<file path="src/dacurc_pkg.sv">
// package: shared constants and carriers for the dac update and reset control block
package dacurc_pkg;

  localparam int unsigned CHANNELS_DEF = 8;                     // converter channel count
  localparam int unsigned DATA_W       = 12;                    // converter code width
  localparam int unsigned CHAN_IDX_W   = 3;                     // channel address width

  // reset codes of data register and latch
  localparam logic [11:0] CODE_ZERO    = 12'h000;
  localparam logic [11:0] CODE_MID     = 12'h800;
  // offset register reset codes, gain six, per data format
  localparam logic [11:0] OFFS_USB_G6  = 12'h099A;
  localparam logic [11:0] OFFS_BTC_G6  = 12'h019A;
  localparam logic [11:0] OFFS_OFF     = 12'h000;               // offset converter off, single supply
  // gain and zero defaults
  localparam logic [11:0] GAIN_DEF     = 12'hFFF;
  localparam logic [11:0] ZERO_DEF     = 12'h000;

  // correction engine delay, in clock cycles, per data register write
  localparam int unsigned ENG_CYCLES   = 4;

  // write request decoded from a serial word at chip select rise
  typedef struct packed {
    logic                  valid;   // one-cycle write strobe
    logic [CHAN_IDX_W-1:0] chan;    // addressed channel
    logic [DATA_W-1:0]     data;    // new code
  } dacurc_wr_t;

  // strap pins caught after power-on release; value and format straps again during hardware reset
  typedef struct packed {
    logic rst_sel;      // reset value select strap
    logic fmt_btc;      // data format select, high is twos complement
    logic dual_supply;  // supply mode, high is dual supply
  } dacurc_strap_t;

endpackage : dacurc_pkg

</file>
<file path="src/dacurc_sync.sv">
// module: two-flop synchroniser for one level input
`timescale 1ns/1ns
module dacurc_sync
  import dacurc_pkg::*;
#(
  parameter logic INIT = 1'b1     // level shown during reset
) (
  input  wire logic clk,
  input  wire logic sys_rst,
  input  wire logic din,
  output logic      dout
);

  logic s1_r;   // first stage, read by second stage only
  logic s2_r;   // second stage
  logic s1_nxt;
  logic s2_nxt;

  // next values
  always_comb begin
    s1_nxt = din;
    s2_nxt = s1_r;
  end

  // stage registers
  always_ff @(posedge clk or posedge sys_rst) begin
    if (sys_rst) begin
      s1_r <= INIT;
      s2_r <= INIT;
    end else begin
      s1_r <= s1_nxt;
      s2_r <= s2_nxt;
    end
  end

  assign dout = s2_r;

endmodule : dacurc_sync

</file>
<file path="src/dacurc_engine.sv">
// module: correction engine model, delays each data register write by a fixed count
`timescale 1ns/1ns
module dacurc_engine
  import dacurc_pkg::*;
(
  input  wire logic       clk,
  input  wire logic       sys_rst,
  input  wire logic       flush,     // abort pending work
  input  wire dacurc_wr_t req,       // raw write from serial decode
  output dacurc_wr_t      done,      // corrected write, one cycle
  output logic            busy       // work outstanding
);

  logic [2:0]  cnt_r;      // cycles left for current write
  logic [2:0]  cnt_nxt;
  dacurc_wr_t  hold_r;     // write in progress
  dacurc_wr_t  hold_nxt;
  dacurc_wr_t  done_r;
  dacurc_wr_t  done_nxt;

  // count down; a new request while busy restarts with the newer data
  // limitation: back to back words closer than the delay merge, fine for chip select rates
  always_comb begin
    cnt_nxt  = cnt_r;
    hold_nxt = hold_r;
    done_nxt = '0;
    if (flush) begin
      cnt_nxt  = '0;
      hold_nxt = '0;
    end else if (req.valid) begin
      cnt_nxt  = 3'(ENG_CYCLES);
      hold_nxt = req;
    end else if (cnt_r != '0) begin
      cnt_nxt = cnt_r - 3'd1;
      if (cnt_r == 3'd1) begin
        done_nxt = hold_r;
        hold_nxt = '0;
      end
    end
  end

  // engine state
  always_ff @(posedge clk or posedge sys_rst) begin
    if (sys_rst) begin
      cnt_r  <= '0;
      hold_r <= '0;
      done_r <= '0;
    end else begin
      cnt_r  <= cnt_nxt;
      hold_r <= hold_nxt;
      done_r <= done_nxt;
    end
  end

  assign done = done_r;
  assign busy = (cnt_r != '0);

endmodule : dacurc_engine

</file>
<file path="src/dacurc_top.sv">
// module: latch update, clear and reset control for an eight channel converter
`timescale 1ns/1ns
module dacurc_top
  import dacurc_pkg::*;
#(
  parameter int unsigned CHANNELS = CHANNELS_DEF    // channel count
) (
  input  wire logic                       clk,
  input  wire logic                       sys_rst,              // power-on reset
  input  wire logic                       hw_reset_n,           // hardware reset pin
  input  wire logic                       clear_outputs_n,      // clear pin
  input  wire logic                       latch_load_n,         // load strobe pin
  input  wire logic                       reset_value_select,   // strap
  input  wire logic                       data_format_select,   // strap, high twos complement
  input  wire logic                       dual_supply,          // supply mode strap
  input  wire logic                       correction_engine_enable,
  input  wire logic                       soft_load_bit,        // software load, level
  input  wire dacurc_wr_t                 word_in,              // decoded word, pulse at select rise
  output logic                            serial_enable,        // serial port allowed to run
  output logic                            sdo_oe,               // serial output drive enable
  output logic [CHANNELS-1:0]             out_clamp,            // pull-down path on per channel
  output logic [CHANNELS-1:0]             out_buf_en,           // output buffer driving per channel
  output logic [CHANNELS*DATA_W-1:0]      latch_codes,          // dac latch per channel
  output logic [CHANNELS*DATA_W-1:0]      data_codes,           // dac data register per channel
  output logic [DATA_W-1:0]               input_data,           // input data register
  output logic [DATA_W-1:0]               offset_code,          // offset dac register
  output logic [DATA_W-1:0]               gain_code,            // gain register
  output logic [DATA_W-1:0]               zero_code,            // zero register
  output logic                            sync_mode             // high when synchronous update
);

  // elaboration check: the channel field must address every channel
  if (CHANNELS < 1 || CHANNELS > (1 << CHAN_IDX_W)) begin : g_bad_channels
    $error("CHANNELS out of range");
  end

  // synchronised pins
  logic clr_n_s;   // clear
  logic rst_n_s;   // hardware reset
  logic ld_n_s;    // load strobe

  // asynchronous pins pass two flops first
  dacurc_sync #(.INIT(1'b1)) u_sync_clr (.clk(clk), .sys_rst(sys_rst), .din(clear_outputs_n), .dout(clr_n_s));
  dacurc_sync #(.INIT(1'b0)) u_sync_rst (.clk(clk), .sys_rst(sys_rst), .din(hw_reset_n),      .dout(rst_n_s));
  dacurc_sync #(.INIT(1'b1)) u_sync_ld  (.clk(clk), .sys_rst(sys_rst), .din(latch_load_n),    .dout(ld_n_s));

  // straps and mode captured after power-on release; value and format straps also follow the pins during hardware reset
  dacurc_strap_t strap_r;
  dacurc_strap_t strap_nxt;
  logic          caught_r;        // straps valid
  logic          caught_nxt;
  logic [1:0]    warm_r;          // edges since release, lets the pin synchronisers fill
  logic [1:0]    warm_nxt;
  logic          sync_mode_r;
  logic          sync_mode_nxt;

  // catch the mode once, third clock after release, never again
  // the load synchroniser shows its reset level for two edges, so earlier catching always reads synchronous
  always_comb begin
    strap_nxt     = strap_r;
    caught_nxt    = caught_r || (warm_r == 2'h2);
    warm_nxt      = caught_r ? warm_r : warm_r + 2'h1;
    sync_mode_nxt = sync_mode_r;
    if (!caught_r) begin
      // track pins until the freeze
      strap_nxt     = '{rst_sel: reset_value_select, fmt_btc: data_format_select, dual_supply: dual_supply};
      sync_mode_nxt = ld_n_s;
    end else if (!rst_n_s) begin
      // value and format straps follow the pins during hardware reset so new values apply; supply strap stays
      strap_nxt.rst_sel = reset_value_select;
      strap_nxt.fmt_btc = data_format_select;
    end
  end

  always_ff @(posedge clk or posedge sys_rst) begin
    if (sys_rst) begin
      strap_r     <= '0;
      caught_r    <= 1'b0;
      warm_r      <= 2'h0;
      sync_mode_r <= 1'b1;
    end else begin
      strap_r     <= strap_nxt;
      caught_r    <= caught_nxt;
      warm_r      <= warm_nxt;
      sync_mode_r <= sync_mode_nxt;
    end
  end

  // reset codes from straps
  logic [DATA_W-1:0] rst_data;
  logic [DATA_W-1:0] rst_offs;

  // xor of straps picks zero or mid code
  always_comb begin
    rst_data = (strap_r.rst_sel ^ strap_r.fmt_btc) ? CODE_MID : CODE_ZERO;
    if (!strap_r.dual_supply) begin
      rst_offs = OFFS_OFF;
    end else begin
      rst_offs = strap_r.fmt_btc ? OFFS_BTC_G6 : OFFS_USB_G6;
    end
  end

  // reset-like state: straps not yet caught or hardware reset held
  logic in_reset;
  assign in_reset = !caught_r || !rst_n_s;

  // correction engine
  dacurc_wr_t eng_done;
  logic       eng_busy;
  dacurc_wr_t word_gated;

  // words arriving during reset are dropped
  assign word_gated = in_reset ? '0 : word_in;

  dacurc_engine u_engine (
    .clk     (clk),
    .sys_rst (sys_rst),
    .flush   (in_reset),
    .req     (correction_engine_enable ? word_gated : '0),
    .done    (eng_done),
    .busy    (eng_busy)
  );

  // per channel registers
  logic [DATA_W-1:0] data_r   [CHANNELS];
  logic [DATA_W-1:0] data_nxt [CHANNELS];
  logic [DATA_W-1:0] latch_r  [CHANNELS];
  logic [DATA_W-1:0] latch_nxt[CHANNELS];
  logic [CHANNELS-1:0] pend_r;     // written since last load
  logic [CHANNELS-1:0] pend_nxt;
  logic [DATA_W-1:0] inp_r;
  logic [DATA_W-1:0] inp_nxt;
  logic [DATA_W-1:0] offs_r;
  logic [DATA_W-1:0] offs_nxt;
  logic [DATA_W-1:0] gain_r;
  logic [DATA_W-1:0] gain_nxt;
  logic [DATA_W-1:0] zero_r;
  logic [DATA_W-1:0] zero_nxt;
  logic              ld_prev_r;   // previous load strobe level
  logic              ld_prev_nxt;

  // effective write into data registers
  dacurc_wr_t wr_eff;
  logic       load_req;   // sync mode commit request
  logic       load_go;    // commit now

  // with engine on, the data register is written when the engine finishes
  always_comb begin
    wr_eff   = correction_engine_enable ? eng_done : word_gated;
    // load is ignored while clear is low, and fully in async mode
    load_req = sync_mode_r && clr_n_s && (!ld_n_s || soft_load_bit);
    // with engine on wait for engine idle and no write landing this cycle
    load_go  = load_req && !(correction_engine_enable && (eng_busy || eng_done.valid));
  end

  // register next values; clear touches none of these
  always_comb begin
    inp_nxt     = inp_r;
    offs_nxt    = offs_r;
    gain_nxt    = gain_r;
    zero_nxt    = zero_r;
    pend_nxt    = pend_r;
    ld_prev_nxt = ld_n_s;
    for (int i = 0; i < CHANNELS; i++) begin
      data_nxt[i]  = data_r[i];
      latch_nxt[i] = latch_r[i];
    end
    if (in_reset) begin
      // hold strap values and defaults while reset is low
      inp_nxt  = ZERO_DEF;
      offs_nxt = rst_offs;
      gain_nxt = GAIN_DEF;
      zero_nxt = ZERO_DEF;
      pend_nxt = '0;
      for (int i = 0; i < CHANNELS; i++) begin
        data_nxt[i]  = rst_data;
        latch_nxt[i] = rst_data;
      end
    end else begin
      // values stay until written
      if (load_go) begin
        // simultaneous update of pending or all channels
        for (int i = 0; i < CHANNELS; i++) begin
          if (pend_r[i] || soft_load_bit) begin
            latch_nxt[i] = data_r[i];
          end
        end
        pend_nxt = '0;
      end
      // no load in sync mode leaves latches alone
      if (wr_eff.valid && 32'(wr_eff.chan) < CHANNELS) begin
        data_nxt[wr_eff.chan] = wr_eff.data;
        inp_nxt               = wr_eff.data;
        if (!sync_mode_r) begin
          // async: latch follows data at once, only the written channel
          latch_nxt[wr_eff.chan] = wr_eff.data;
        end else begin
          // a write in the commit cycle stays pending, set wins over clear
          pend_nxt[wr_eff.chan] = 1'b1;
        end
      end
    end
  end

  // register state
  always_ff @(posedge clk or posedge sys_rst) begin
    if (sys_rst) begin
      inp_r     <= 12'h0000;
      offs_r    <= 12'h0000;
      gain_r    <= 12'h0000;
      zero_r    <= 12'h0000;
      pend_r    <= '0;
      ld_prev_r <= 1'b1;
      for (int i = 0; i < CHANNELS; i++) begin
        data_r[i]  <= 12'h0000;
        latch_r[i] <= 12'h0000;
      end
    end else begin
      inp_r     <= inp_nxt;
      offs_r    <= offs_nxt;
      gain_r    <= gain_nxt;
      zero_r    <= zero_nxt;
      pend_r    <= pend_nxt;
      ld_prev_r <= ld_prev_nxt;
      for (int i = 0; i < CHANNELS; i++) begin
        data_r[i]  <= data_nxt[i];
        latch_r[i] <= latch_nxt[i];
      end
    end
  end

  // clear-hold: set by clear low, released by clear high plus load low
  logic cleared_r;
  logic cleared_nxt;

  // release on load low covers the tied-low case at once
  always_comb begin
    cleared_nxt = cleared_r;
    if (!clr_n_s) begin
      cleared_nxt = 1'b1;
    end else if (!ld_n_s || !sync_mode_r) begin
      // async mode treats load as tied low
      cleared_nxt = 1'b0;
    end
  end

  always_ff @(posedge clk or posedge sys_rst) begin
    if (sys_rst) begin
      cleared_r <= 1'b0;
    end else begin
      cleared_r <= cleared_nxt;
    end
  end

  // output registers
  logic [CHANNELS-1:0]        clamp_r;
  logic [CHANNELS-1:0]        buf_r;
  logic [CHANNELS*DATA_W-1:0] lcodes_r;
  logic [CHANNELS*DATA_W-1:0] dcodes_r;
  logic                       ser_en_r;
  logic                       sdo_oe_r;

  // per channel output shaping
  generate
    for (genvar g = 0; g < CHANNELS; g++) begin : g_ch
      always_ff @(posedge clk or posedge sys_rst) begin
        if (sys_rst) begin
          clamp_r[g]                     <= 1'b1;
          buf_r[g]                       <= 1'b0;
          lcodes_r[g*DATA_W +: DATA_W]   <= 12'h0000;
          dcodes_r[g*DATA_W +: DATA_W]   <= 12'h0000;
        end else begin
          clamp_r[g]                     <= cleared_nxt;
          buf_r[g]                       <= !cleared_nxt;
          lcodes_r[g*DATA_W +: DATA_W]   <= latch_nxt[g];
          dcodes_r[g*DATA_W +: DATA_W]   <= data_nxt[g];
        end
      end
    end
  endgenerate

  // serial port held off during reset; sdo drive enable held low at all times
  always_ff @(posedge clk or posedge sys_rst) begin
    if (sys_rst) begin
      ser_en_r <= 1'b0;
      sdo_oe_r <= 1'b0;
    end else begin
      ser_en_r <= caught_nxt && rst_n_s;
      sdo_oe_r <= 1'b0;   // serial output stays quiet here; shifter owns its own drive
    end
  end

  assign out_clamp     = clamp_r;
  assign out_buf_en    = buf_r;
  assign latch_codes   = lcodes_r;
  assign data_codes    = dcodes_r;
  assign input_data    = inp_r;
  assign offset_code   = offs_r;
  assign gain_code     = gain_r;
  assign zero_code     = zero_r;
  assign serial_enable = ser_en_r;
  assign sdo_oe        = sdo_oe_r;
  assign sync_mode     = sync_mode_r;

  // assertions
  a_clear_forces_out: assert property (@(posedge clk) disable iff (sys_rst)
    !clr_n_s |=> out_clamp == '1 && out_buf_en == '0) else $error("clear did not force outputs");
  a_clear_keeps_latch: assert property (@(posedge clk) disable iff (sys_rst)
    !clr_n_s && $past(!clr_n_s) && rst_n_s && caught_r && sync_mode_r && !wr_eff.valid
    |=> $stable(latch_codes)) else $error("latch moved under clear");
  a_reset_input_zero: assert property (@(posedge clk) disable iff (sys_rst)
    !rst_n_s |=> input_data == 12'h0000) else $error("input register not cleared");
  a_reset_blocks_ser: assert property (@(posedge clk) disable iff (sys_rst)
    !rst_n_s |=> !serial_enable && !sdo_oe) else $error("serial active in reset");
  a_reset_gain_def: assert property (@(posedge clk) disable iff (sys_rst)
    !rst_n_s |=> gain_code == GAIN_DEF && zero_code == ZERO_DEF) else $error("gain zero not default");
  a_mode_fixed: assert property (@(posedge clk) disable iff (sys_rst)
    caught_r |=> $stable(sync_mode)) else $error("mode changed after power-on");
  a_sync_no_load: assert property (@(posedge clk) disable iff (sys_rst)
    sync_mode_r && caught_r && rst_n_s && ld_n_s && !soft_load_bit |=> $stable(latch_codes))
    else $error("latch moved without load");
  a_offs_dual_usb: assert property (@(posedge clk) disable iff (sys_rst)
    !rst_n_s && strap_r.dual_supply && !strap_r.fmt_btc |=> offset_code == OFFS_USB_G6)
    else $error("offset reset wrong");
  a_async_immediate: assert property (@(posedge clk) disable iff (sys_rst)
    !sync_mode_r && !in_reset && word_in.valid && !correction_engine_enable && word_in.chan == 3'd0
    |=> latch_codes[DATA_W-1:0] == $past(word_in.data)) else $error("async latch late");
  a_engine_then_load: assert property (@(posedge clk) disable iff (sys_rst)
    load_go |-> !(correction_engine_enable && eng_busy)) else $error("load before engine done");

endmodule : dacurc_top

</file>
<file path="config.mk">
export PLATFORM = sky130hd
export DESIGN_NAME = dacurc_top
export DESIGN_NICKNAME = d
export VERILOG_FILES = /design/src/dacurc_pkg.sv /design/src/dacurc_sync.sv /design/src/dacurc_engine.sv /design/src/dacurc_top.sv
export SDC_FILE = /design/constraint.sdc
export NUM_CORES = 1
export LEC_CHECK = 0
export BUFFER_PORTS_ARGS = -buffer_cell sky130_fd_sc_hd__buf_4
export CAP_MARGIN = 20
export CORE_UTILIZATION = 57
export DETAILED_ROUTE_END_ITERATION = 8
export PLACE_DENSITY_LB_ADDON = 0.15
export SYNTH_ARGS = -nofsm -noshare
export SYNTH_HDL_FRONTEND = slang
export SYNTH_SLANG_ARGS = --single-unit
</file>
<file path="constraint.sdc">
create_clock -name clk -period 14.9 [get_ports clk]
set_input_delay 1.49 -clock clk [delete_from_list [all_inputs] [get_ports clk]]
set_output_delay 1.49 -clock clk [all_outputs]
set_load 0.05 [all_outputs]
</file>
==> results of run 1 <==
## metal layers
| layer | vias up | share of wire [%] | track usage, % |
|---|---|---|---|
| li1 | 4276 | - | - |
| met1 | 4984 | 39 | 48.3 |
| met2 | 692 | 45 | 52.2 |
| met3 | 151 | 11 | 6.36 |
| met4 | 0 | 5.0 | 16.5 |
| met5 | - | 0 | 0 |
## per-stage QoR
stage	std cells	utilization (%)
2_1_floorplan	1061	-
3_3_place_gp	1499	67.0
3_5_place_dp	1499	67.0
4_1_cts	1551	71.7
5_1_grt	1552	71.8
6_report	1552	71.8
## cell usage in the layout (no fill, tap or decap), types with 28 or more instances in the layout
cell,synthesis,routed
a21oi_1,67,67
a22o_1,89,89
buf_4,57,293
clkbuf_16,0,29
dfrtp_1,261,261
mux2i_1,115,115
nand2_1,59,59
nor2_1,31,31
o31ai_1,36,36
o41ai_1,28,28
## registers in the layout, summed over array words and instances (netlist names), 2 cells and up
signal	cells
data_codes	96
latch_codes	96
u_engine.done	16
u_engine.hold_r	16
input_data	12
pend_r	8
strap_r	3
u_engine.cnt_r	3
offset_code	2
warm_r	2
## power by group through the flow
stage | Combinational, uW | Clock [uW] | Sequential [uW]
finish | 251 | 736 | 765
global route | 264 | 770 | 766
CTS | 248 | 736 | 764
global placement | 243 | 0 | 777
floorplan | 144 | 0 | 812
detailed placement | 247 | 0 | 777
## critical path, stage by stage, from the launching register on
cell	delay [ns]
dfrtp_1	0.82
and2_4	0.64
buf_4	0.65
o21ai_0	0.41
nor2b_1	0.74
buf_4	0.32
a22o_1	0.16
## kinds of logic after synthesis
group | after synthesis | synth area share, %
compound gates | 334 | 20.3
flops | 267 | 55.1
simple gates | 166 | 6.81
buf+inv | 137 | 6.21
mux | 131 | 11.0
fa+ha+maj | 4 | 0.412
xor+xnor | 3 | 0.216
other cells | 1 | 0.0309
## area by class of cell
class / instances / area share, %
sequential: 267 / 44.5
multi-input combinational: 657 / 31.8
clock buffer: 43 / 5.71
tap: 275 / 2.29
clock inverter: 9 / 0.840
timing repair buffer: 293 / 14.6
inverter: 8 / 0.250
## cells in the mapped netlist (2+ instances only)
cell / number / area [um^2]
a21o_1: 12 / 90.1
a21oi_1: 67 / 335
a22o_1: 89 / 780
a22oi_1: 14 / 105
a31oi_1: 5 / 31.3
a32oi_1: 7 / 61.3
and2_1: 21 / 131
and4b_1: 3 / 30.0
buf_1: 5 / 18.8
buf_2: 21 / 105
buf_4: 57 / 428
clkbuf_1: 46 / 173
dfrtp_1: 261 / 6530
dfstp_2: 6 / 158
ha_1: 4 / 50.1
inv_1: 7 / 26.3
mux2_2: 16 / 180
mux2i_1: 115 / 1150
nand2_1: 59 / 221
nand2b_1: 2 / 12.5
nand3_1: 20 / 100
nand4_1: 2 / 12.5
nand4b_1: 3 / 26.3
nor2_1: 31 / 116
nor2b_1: 14 / 87.6
o2111ai_1: 2 / 17.5
o211ai_1: 4 / 30.0
o21ai_0: 15 / 75.1
o21ai_1: 9 / 45.0
o221ai_1: 13 / 114
o22ai_1: 18 / 113
o311ai_0: 2 / 17.5
o31ai_1: 36 / 270
o32ai_1: 3 / 26.3
o41ai_1: 28 / 245
xnor2_1: 3 / 26.3
## final timing paths
path,endpoint,cells past startpoint
setup / recovery,data_codes[45]$_DFFE_PP0P_,6
hold / removal,u_sync_rst.dout$_DFF_PP0_,0
setup reg to reg,data_codes[45]$_DFFE_PP0P_,6
hold reg to reg,u_sync_rst.dout$_DFF_PP0_,0
max in group asynchronous,data_codes[75]$_DFFE_PP0P_,3
min in group asynchronous,out_buf_en[7]$_DFF_PP0_,2
==> flow_summary.yaml, run 1 <==
timing:
  setup_tns_ns: 0
  fmax_mhz: 259
  layout_setup_ws_ns: 11.04
  setup-violations-final: 0
  finalMaxSlewViolations: 0
  fin_crit_sh_pct: 25.9
  rsz0062_at_grt: "false"
  maxSlewHeadroom_pct: 26.8
  worst_slew_pin_slew_ns: 1.09
  period_needed_ns: 3.86
  whs_ns: 0.352
  hold_viol_final: 0
  finClkSkew_ns: 0.0163
logic_synthesis:
  syn_area_mm2: 0.0122
  yosysUniqueCellTypes: 59
  yosys_most_used_dff: "dfrtp_1"
  avgSynthCellArea_um2: 11.6
  synth.yosys.seq_area_share_pct: 55.1
  syn_inst: 1043
  ys_warn_count: 0
  synth_edf_count: 0
  synthArstFlopShare_pct: 100
  synth_seq_cells: 267
placement:
  portBuffers: 265
  gp_congestion: 0.893
  post_dp_cell_area_mm2: 0.0140
  pre_cts_slack_ns: 10.90
  hpwl_um: 25800
die:
  coreArea_mm2: 0.0210
  dieArea_mm2: 0.0219
  initial_utilization_pct: 58.0
  die_w_um: 148
  fp.dieH_um: 148
  pin_count: 285
  rows: 53
power:
  netSwitchingFraction_pct: 27.8
  pwr-share-clk_pct: 42.0
  power.switching_uw: 487
  power.total_uw: 1750
  p_int_uw: 1260
  power_density_mw_per_mm2: 116
  vdd_drop_max_mv: 0.0964
  p_leak_uw: 0.00786
  seq_power_share_pct: 43.7
  p_comb_share_pct: 14.3
clock_network:
  cts_max_level: 1
  clockBufferDepth: 3
  post_cts_buffers: 0
  cts.repair.resized: 0
  path_clk_slew_ns: 0.06
  cts_sinks: 267
  worst_skew_pair.late_latency_ns: 0.54
  cts-hold-fix-buffers: 0
  tritoncts: "done"
  root_buffer: "clkbuf_16"
  cts_buffers: 28
layout:
  final-seq-area_mm2: 0.00669
  layout.nets: 1285
  multi_input_area_mm2: 0.00479
  postLayoutCellArea_mm2: 0.0150
  area_growth_pct: 23.8
  layout-drive-gt1-share_pct: 29.4
  fillCellCount: 1560
  antenna_cells: 0
worst_hold_path:
  hp-class: "flip-flop to flip-flop"
  hp-start: "u_sync_rst.s1_r$_DFF_PP0_"
worst_setup_path:
  ff2ff_setup_slack_ns: 11.04
  required_ns: 15.38
  worst-setup-path-type: "flip-flop to flip-flop"
  worst_setup_path_start_kind: "flip-flop"
  setup.worst_path.start: "caught_r$_DFF_PP0_"
  crit_fanout: 57
  setup.worst_path.end_class: "flip-flop"
  r2r_start: "caught_r$_DFF_PP0_"
  crit_arrival_ns: 4.33
drt:
  dr_total_vias: 10100
  route.detailed.drc: 0
  firstDrtPassIters: 6
  ant_nets: 0
  wl_um: 38200
  drtIter0Drc: 962
  wl_per_cell_um: 24.6
  post_drt_via_cell_ratio: 6.51
global_route:
  overflow: 0
  antenna_found_initial: 0
  grt_max_degree: 132
  grt_pass1_wl_um: 57300
  grt_use_total_pct: 34.5
  grt_pass1_vias: 9504
flow_run:
  cap_viol_max_count: 0
outcome:
  status: "complete, no violations"
(Power assumes the default switching activity.)
==> run 2: changes to the inputs <==
--- a/config.mk
+++ b/config.mk
@@ -5,9 +5,10 @@
 export SDC_FILE = /design/constraint.sdc
 export NUM_CORES = 1
 export LEC_CHECK = 0
+export ABC_AREA = 1
 export BUFFER_PORTS_ARGS = -buffer_cell sky130_fd_sc_hd__buf_4
 export CAP_MARGIN = 20
-export CORE_UTILIZATION = 57
+export CORE_UTILIZATION = 55
 export DETAILED_ROUTE_END_ITERATION = 8
 export PLACE_DENSITY_LB_ADDON = 0.15
 export SYNTH_ARGS = -nofsm -noshare
==> constraint.sdc (replaced) <==
create_clock -name clk -period 3.71 [get_ports clk]
set_input_delay 0.371 -clock clk [delete_from_list [all_inputs] [get_ports clk]]
set_output_delay 0.371 -clock clk [all_outputs]
set_load 0.05 [all_outputs]
==> flow_summary.yaml, run 2 <==
outcome:
  status: "complete, no violations"
timing:
  maxSlewHeadroom_pct: 25.7
  setup-violations-final: 0
  finalMaxSlewViolations: 0
  hold_viol_final: 0
  worst_slew_pin_slew_ns: 1.11
  fin_crit_sh_pct: 86.8
  whs_ns: 0.0493
  fmax_mhz: 310
  rsz0062_at_grt: "false"
  period_needed_ns: 3.22
  finClkSkew_ns: 0.0166
  layout_setup_ws_ns: 0.489
logic_synthesis:
  avgSynthCellArea_um2: 7.55
  ys_top_cells_by_area: "dfrtp_1, nand2_1, o21ai_0"
  yosys.area_share.simple_pct: 27.0
  synth.yosys.seq_area_share_pct: 50.7
  yosys-mux-area-fraction_pct: 0.0854
  yosys-top-cells-count: "nand2_1, dfrtp_1, o21ai_0, inv_1, nor2_1"
  synth-xor-area-share_pct: 0.133
  yosys.area.top_type_share_pct: 49.5
  synth_compound_area_share_pct: 11.5
  yosys.area.top_type: "dfrtp_1"
  yosys_most_used_dff: "dfrtp_1"
  synth_edf_count: 0
  ys_warn_count: 0
  yosysMostFrequentCell: "nand2_1"
  synth_top_family_by_area: "simple AND/OR/NAND/NOR gates"
  syn_area_mm2: 0.0132
  synth_seq_cells: 267
  syn_inst: 1747
  synthAdderAreaFrac_pct: 0.380
  synthArstFlopShare_pct: 100
  yosysUniqueCellTypes: 36
clock_network:
  tritoncts: "done"
  post_cts_buffers: 0
  worst_skew_pair.late_latency_ns: 0.54
  cts_max_level: 1
  path_clk_slew_ns: 0.06
  cts_buffers: 28
  cts-hold-fix-buffers: 4
  clockBufferDepth: 3
  cts.repair.resized: 0
  root_buffer: "clkbuf_16"
  cts_sinks: 267
die:
  dieArea_mm2: 0.0246
  pin_count: 285
  die_w_um: 157
  initial_utilization_pct: 56.2
  rows: 56
  coreArea_mm2: 0.0235
  fp.dieH_um: 157
worst_setup_path:
  cp.depth: 7
  critical-path-top-delay-family: "simple AND/OR/NAND/NOR gates"
  ff2ff_setup_slack_ns: 0.49
  r2r_end: "latch_codes[7]$_DFF_PP0_"
  worst-setup-path-type: "flip-flop to flip-flop"
  reg2reg_depth: 7
  worst_setup_path_start_kind: "flip-flop"
  required_ns: 4.17
  crit_fanout: 18
  setup.worst_path.end_class: "flip-flop"
  crit_chain: "nand2_2, buf_4, o21ai_1, nand2_1, nor2_1, nand3_1, o21ai_0"
  critPathMaxStageDelay_ns: 0.80
  path_buf_inv: 1
  crit_slowest_cell: "nor2_1"
  crit_arrival_ns: 3.68
  r2r_start: "caught_r$_DFF_PP0_"
drt:
  dr_total_vias: 12800
  ant_nets: 0
  firstDrtPassIters: 6
  topRoutingLayerUsed: "met4"
  wl_met1_um: 16700
  met3WireLength_um: 4120
  wl_met2_um: 19600
  wl_per_cell_um: 18.4
  wl_um: 42500
  drtIter0Drc: 1192
  route.detailed.drc: 0
  post_drt_via_cell_ratio: 5.55
placement:
  post_dp_cell_area_mm2: 0.0152
  gp_congestion: 0.888
  portBuffers: 265
  pre_cts_slack_ns: 0.644
  hpwl_um: 28300
  dp.cells: 2250
layout:
  final_cells: 2305
  layout-drive-gt1-share_pct: 19.1
  final_cell_mix: "nand2_1, buf_4, dfrtp_1, o21ai_0, inv_1"
  layout.nets: 1995
  antenna_cells: 0
  final_common_cell: "nand2_1"
  fillCellCount: 1955
  area_growth_pct: 23.5
  final_util_pct: 69.4
  postLayoutCellArea_mm2: 0.0163
flow_run:
  cap_viol_max_count: 0
worst_hold_path:
  hold_end: "strap_r[2]$_DFFE_PP0P_"
  hold_path_depth: 3
  hp-start: "reset_value_select"
  hp-class: "input port to flip-flop"
power:
  power_density_mw_per_mm2: 492
  p_leak_uw: 0.00875
  vdd_drop_max_mv: 0.354
global_route:
  grt_pass1_wl_um: 65500
  grt_use_total_pct: 34.9
  antenna_found_initial: 1
  grt_max_degree: 115
  grt_pass1_vias: 11800
  overflow: 0
## run 2: changes by cell type after synthesis, moves of 28 or more
cell     delta
nor2_1    +124
a22o_1     -89
o31ai_1    -35
inv_1     +150
nand2_1   +486
o41ai_1    -28
o21ai_0   +242
mux2i_1   -115
a21oi_1    -52
nand3_1   +116
## run 2: cell families (layout without fill, tap and decap cells)
kind of cell / Yosys count / after routing
other: 1 / 19
adder cells (fa/ha/maj): 4 / 4
buffers and inverters: 300 / 521
XOR/XNOR: 2 / 2
AND/OR/NAND/NOR: 879 / 879
multiplexers: 1 / 1
flip-flops: 267 / 267
AO/OA/AOI/OAI: 293 / 293
## run 2: report_power, final
part           internal, uW  switching, uW  total (uW)  leakage (uW)
Sequential             3070            131        3200       0.00360
Clock                  1890           1170        3060      0.000501
Combinational           463           1280        1740       0.00465
Total                  5430           2580        8010       0.00875
## run 2: worst max-delay path by stage
stage | endpoint | start | slack, ns
floorplan | caught_r$_DFF_PP0_ | sys_rst | -0.18
global placement | latch_codes[7]$_DFF_PP0_ | caught_r$_DFF_PP0_ | 0.67
detailed placement | latch_codes[7]$_DFF_PP0_ | caught_r$_DFF_PP0_ | 0.64
CTS | latch_codes[7]$_DFF_PP0_ | caught_r$_DFF_PP0_ | 0.61
global route | latch_codes[19]$_DFF_PP0_ | caught_r$_DFF_PP0_ | 0.42
finish | latch_codes[7]$_DFF_PP0_ | caught_r$_DFF_PP0_ | 0.49
## run 2: layout make-up
class	instances	area, um^2	share of cell area, %
Clock buffer	40	827	5.08
Clock inverter	11	184	1.13
Inverter	164	622	3.82
Multi-Input combinational cell	1198	5220	32.0
Sequential cell	267	6690	41.1
Tap cell	319	399	2.45
Timing Repair Buffer	306	2340	14.4
## run 2: worst reg2reg max path: cells and delay by family, from the launching register on
| kind | cells | cell delay (ns) |
|---|---|---|
| DFF | 1 | 0.55 |
| AOI/OAI and AO/OA | 2 | 0.76 |
| buffers and inverters | 1 | 0.28 |
| and+or+nand+nor | 4 | 1.54 |
## run 2: layer usage
layer / vias up / global-route usage (%)
met5: - / 0
met4: 0 / 18.6
met3: 127 / 6.31
met2: 689 / 54.0
met1: 6076 / 46.7
li1: 5896 / -
## run 2: per-stage QoR
| stage | TNS, ns | total power (uW) |
|---|---|---|
| after detailed placement | 0 | 4960 |
| after CTS | 0 | 8000 |
| after global routing | 0 | 8310 |
| after floorplan | -47.39 | 4460 |
| final | 0 | 8010 |
| after global placement | 0 | 4920 |
==> run 3: changes to the inputs <==
--- a/config.mk
+++ b/config.mk
@@ -9,8 +9,10 @@
 export BUFFER_PORTS_ARGS = -buffer_cell sky130_fd_sc_hd__buf_4
 export CAP_MARGIN = 20
 export CORE_UTILIZATION = 55
+export CTS_BUF_LIST = sky130_fd_sc_hd__clkbuf_16
 export DETAILED_ROUTE_END_ITERATION = 8
 export PLACE_DENSITY_LB_ADDON = 0.15
 export SYNTH_ARGS = -nofsm -noshare
 export SYNTH_HDL_FRONTEND = slang
+export SYNTH_HIERARCHICAL = 1
 export SYNTH_SLANG_ARGS = --single-unit
==> flow_summary.yaml, run 3 <==
global_route:
  overflow: 0
  grt_max_degree: 153
  grt_use_total_pct: 33.1
  grt_pass1_vias: 11400
  antenna_found_initial: 0
  grt_pass1_wl_um: 65200
logic_synthesis:
  synth_seq_cells: 267
  ys_top_cells_by_area: "dfrtp_1, nand2_1, o21ai_0"
  yosys.area_share.simple_pct: 27.0
  syn_inst: 1703
  yosys.area.top_type: "dfrtp_1"
  synthAdderAreaFrac_pct: 0.369
  yosys.area.top_type_share_pct: 48.2
  synth-xor-area-share_pct: 0.0647
  avgSynthCellArea_um2: 7.95
  yosys-mux-area-fraction_pct: 0.0831
  synth_compound_area_share_pct: 12.4
  syn_area_mm2: 0.0135
  synth_edf_count: 0
  yosys-top-cells-count: "nand2_1, dfrtp_1, nor2_1, o21ai_0, inv_1"
  synth.yosys.seq_area_share_pct: 49.4
  yosysUniqueCellTypes: 41
  ys_warn_count: 6
  yosys_most_used_dff: "dfrtp_1"
  synth_top_family_by_area: "simple AND/OR/NAND/NOR gates"
  synthArstFlopShare_pct: 100
  yosysMostFrequentCell: "nand2_1"
worst_hold_path:
  hp-class: "input port to flip-flop"
  hp-start: "reset_value_select"
timing:
  rsz0062_at_grt: "false"
  setup-violations-final: 0
  period_needed_ns: 2.68
  maxSlewHeadroom_pct: 23.9
  finalMaxSlewViolations: 0
  finClkSkew_ns: 0.0192
  worst_slew_pin_slew_ns: 1.13
  fmax_mhz: 373
  hold_viol_final: 0
  fin_crit_sh_pct: 72.3
  setup_tns_ns: 0
placement:
  portBuffers: 265
  hpwl_um: 27300
  gp_congestion: 0.864
power:
  seq_power_share_pct: 43.4
  pwr-share-clk_pct: 34.3
  p_leak_uw: 0.00838
  vdd_drop_max_mv: 0.421
  p_comb_share_pct: 22.2
  power.switching_uw: 2480
  power.total_uw: 7340
  netSwitchingFraction_pct: 33.8
  power_density_mw_per_mm2: 454
  p_int_uw: 4860
worst_setup_path:
  critPathCapture: "data_codes[59]$_DFFE_PP0P_"
  cp.depth: 7
  critPathMaxStageDelay_ns: 0.58
  setup.worst_path.start: "caught_r$_DFF_PP0_"
  setup.worst_path.end_class: "flip-flop"
  crit_slowest_cell: "dfrtp_1"
  crit_chain: "nand2_4, inv_4, buf_12, nand3_1, o21ai_0, nand2_1, o21ai_0"
  r2r_end: "data_codes[59]$_DFFE_PP0P_"
  crit_top_cell: "o21ai_0"
  worst_setup_path_start_kind: "flip-flop"
  critical-path-top-delay-family: "simple AND/OR/NAND/NOR gates"
  ff2ff_setup_slack_ns: 1.03
  crit_fanout: 112
  crit_arrival_ns: 3.15
  r2r_start: "caught_r$_DFF_PP0_"
  reg2reg_depth: 7
  required_ns: 4.18
  worst-setup-path-type: "flip-flop to flip-flop"
  path_buf_inv: 2
drt:
  drtIter0Drc: 1267
  route.detailed.drc: 0
  wl_um: 42400
  dr_total_vias: 12500
  post_drt_via_cell_ratio: 5.60
  ant_nets: 0
  wl_per_cell_um: 18.9
  firstDrtPassIters: 6
layout:
  final_util_pct: 66.6
  antenna_cells: 0
  multi_input_area_mm2: 0.00549
  layout-drive-gt1-share_pct: 20.5
  final-seq-area_mm2: 0.00669
  fillCellCount: 2148
  final_common_cell: "nand2_1"
  area_growth_pct: 19.2
  layout.nets: 1923
  final_cell_mix: "nand2_1, buf_4, dfrtp_1, nor2_1, o21ai_0"
clock_network:
  cts_max_level: 1
  root_buffer: "clkbuf_16"
  tritoncts: "done"
  clockBufferDepth: 3
  cts_buffers: 28
  cts_sinks: 267
  worst_skew_pair.late_latency_ns: 0.56
  path_clk_slew_ns: 0.06
die:
  initial_utilization_pct: 55.9
  die_w_um: 159
  pin_count: 285
  dieArea_mm2: 0.0253
  coreArea_mm2: 0.0242
  fp.dieH_um: 159
  rows: 57
flow_run:
  cap_viol_max_count: 0
outcome:
  status: "complete, no violations"
==> run 3: cell count changes after synthesis, sizes merged, moves of 12 or more <==
| cell | change |
|---|---|
| nor3 | +19 |
| nand3 | -22 |
| o22ai | +65 |
| buf | +37 |
| nand2 | -122 |
| a21oi | +12 |
| clkbuf | -28 |
| o21ai | -53 |
| inv | -22 |
| nor2 | +66 |
==> run 3: kinds of logic (layout without fill, tap and decap cells) <==
kind of cell | Yosys count | count (layout)
multiplexers | 1 | 1
adder cells (fa/ha/maj) | 4 | 4
XOR/XNOR | 1 | 1
other | 1 | 19
AND/OR/NAND/NOR | 832 | 832
AO/OA/AOI/OAI | 313 | 313
buffers and inverters | 284 | 477
flip-flops | 267 | 267
==> run 3: final cells by class <==
cell class,count,area share [%]
multi-input cells,1170,34.0
flip-flops and latches,267,41.4
well taps,324,2.51
inverters,139,3.32
clock inverters,23,0.674
clock buffers,28,4.34
repair buffers,287,13.8
==> run 3: routing by layer <==
layer  vias up  routed length, um  global-route usage [%]
li1       5827                  -                       -
met3       107               4240                    5.52
met1      5915              17200                    46.6
met2       691              19100                    50.5
met4         0               1910                    14.8
met5         -                  0                       0
==> run 3: power by group through the flow <==
| stage | combinational (uW) | clock, uW | sequential (uW) |
|---|---|---|---|
| floorplan | 808 | 0 | 3610 |
| global placement | 1570 | 0 | 3230 |
| detailed placement | 1620 | 0 | 3230 |
| CTS | 1620 | 2530 | 3180 |
| global route | 1760 | 2660 | 3200 |
| finish | 1630 | 2520 | 3190 |
==> run 3: timing repair <==
item,in CTS,in global routing
gates resized for setup,0,0
hold buffers,4,0
endpoints found under the hold margin,44,0
buffers inserted,0,0
==> run 3: how the worst min path moves through the flow <==
| stage | cells after the start | end | slack [ns] |
|---|---|---|---|
| 3_5_place_dp | 2 | u_sync_rst/dout$_DFF_PP0_ | 0.28 |
| 6_report | 3 | strap_r[2]$_DFFE_PP0P_ | 0.05 |
| 4_1_cts | 3 | strap_r[2]$_DFFE_PP0P_ | 0.04 |
| 2_1_floorplan | 1 | u_sync_rst/dout$_DFF_PP0_ | 0.11 |
| 3_3_place_gp | 2 | u_sync_rst/s1_r$_DFF_PP0_ | 0.27 |
| 5_1_grt | 3 | strap_r[2]$_DFFE_PP0P_ | 0.04 |
==> run 3: metrics by stage <==
| stage | hold slack (ns) | cell area [um^2] | worst slack [ns] | instances |
|---|---|---|---|---|
| 4_1_cts | 0.0427 | 16200 | 1.03 | 2238 |
| 2_1_floorplan | 0.112 | 13600 | 0.389 | 1721 |
| 5_1_grt | 0.0398 | 16200 | 0.855 | 2238 |
| 6_report | 0.0462 | 16200 | 1.03 | 2238 |
| 3_5_place_dp | 0.275 | 15300 | 0.943 | 2183 |
| 3_3_place_gp | 0.272 | 15300 | 1.03 | 2182 |
==> run 3: worst min-delay path: stages <==
cell,delay (ns)
buf_4,0.07
nand2_1,0.04
o21ai_0,0.06
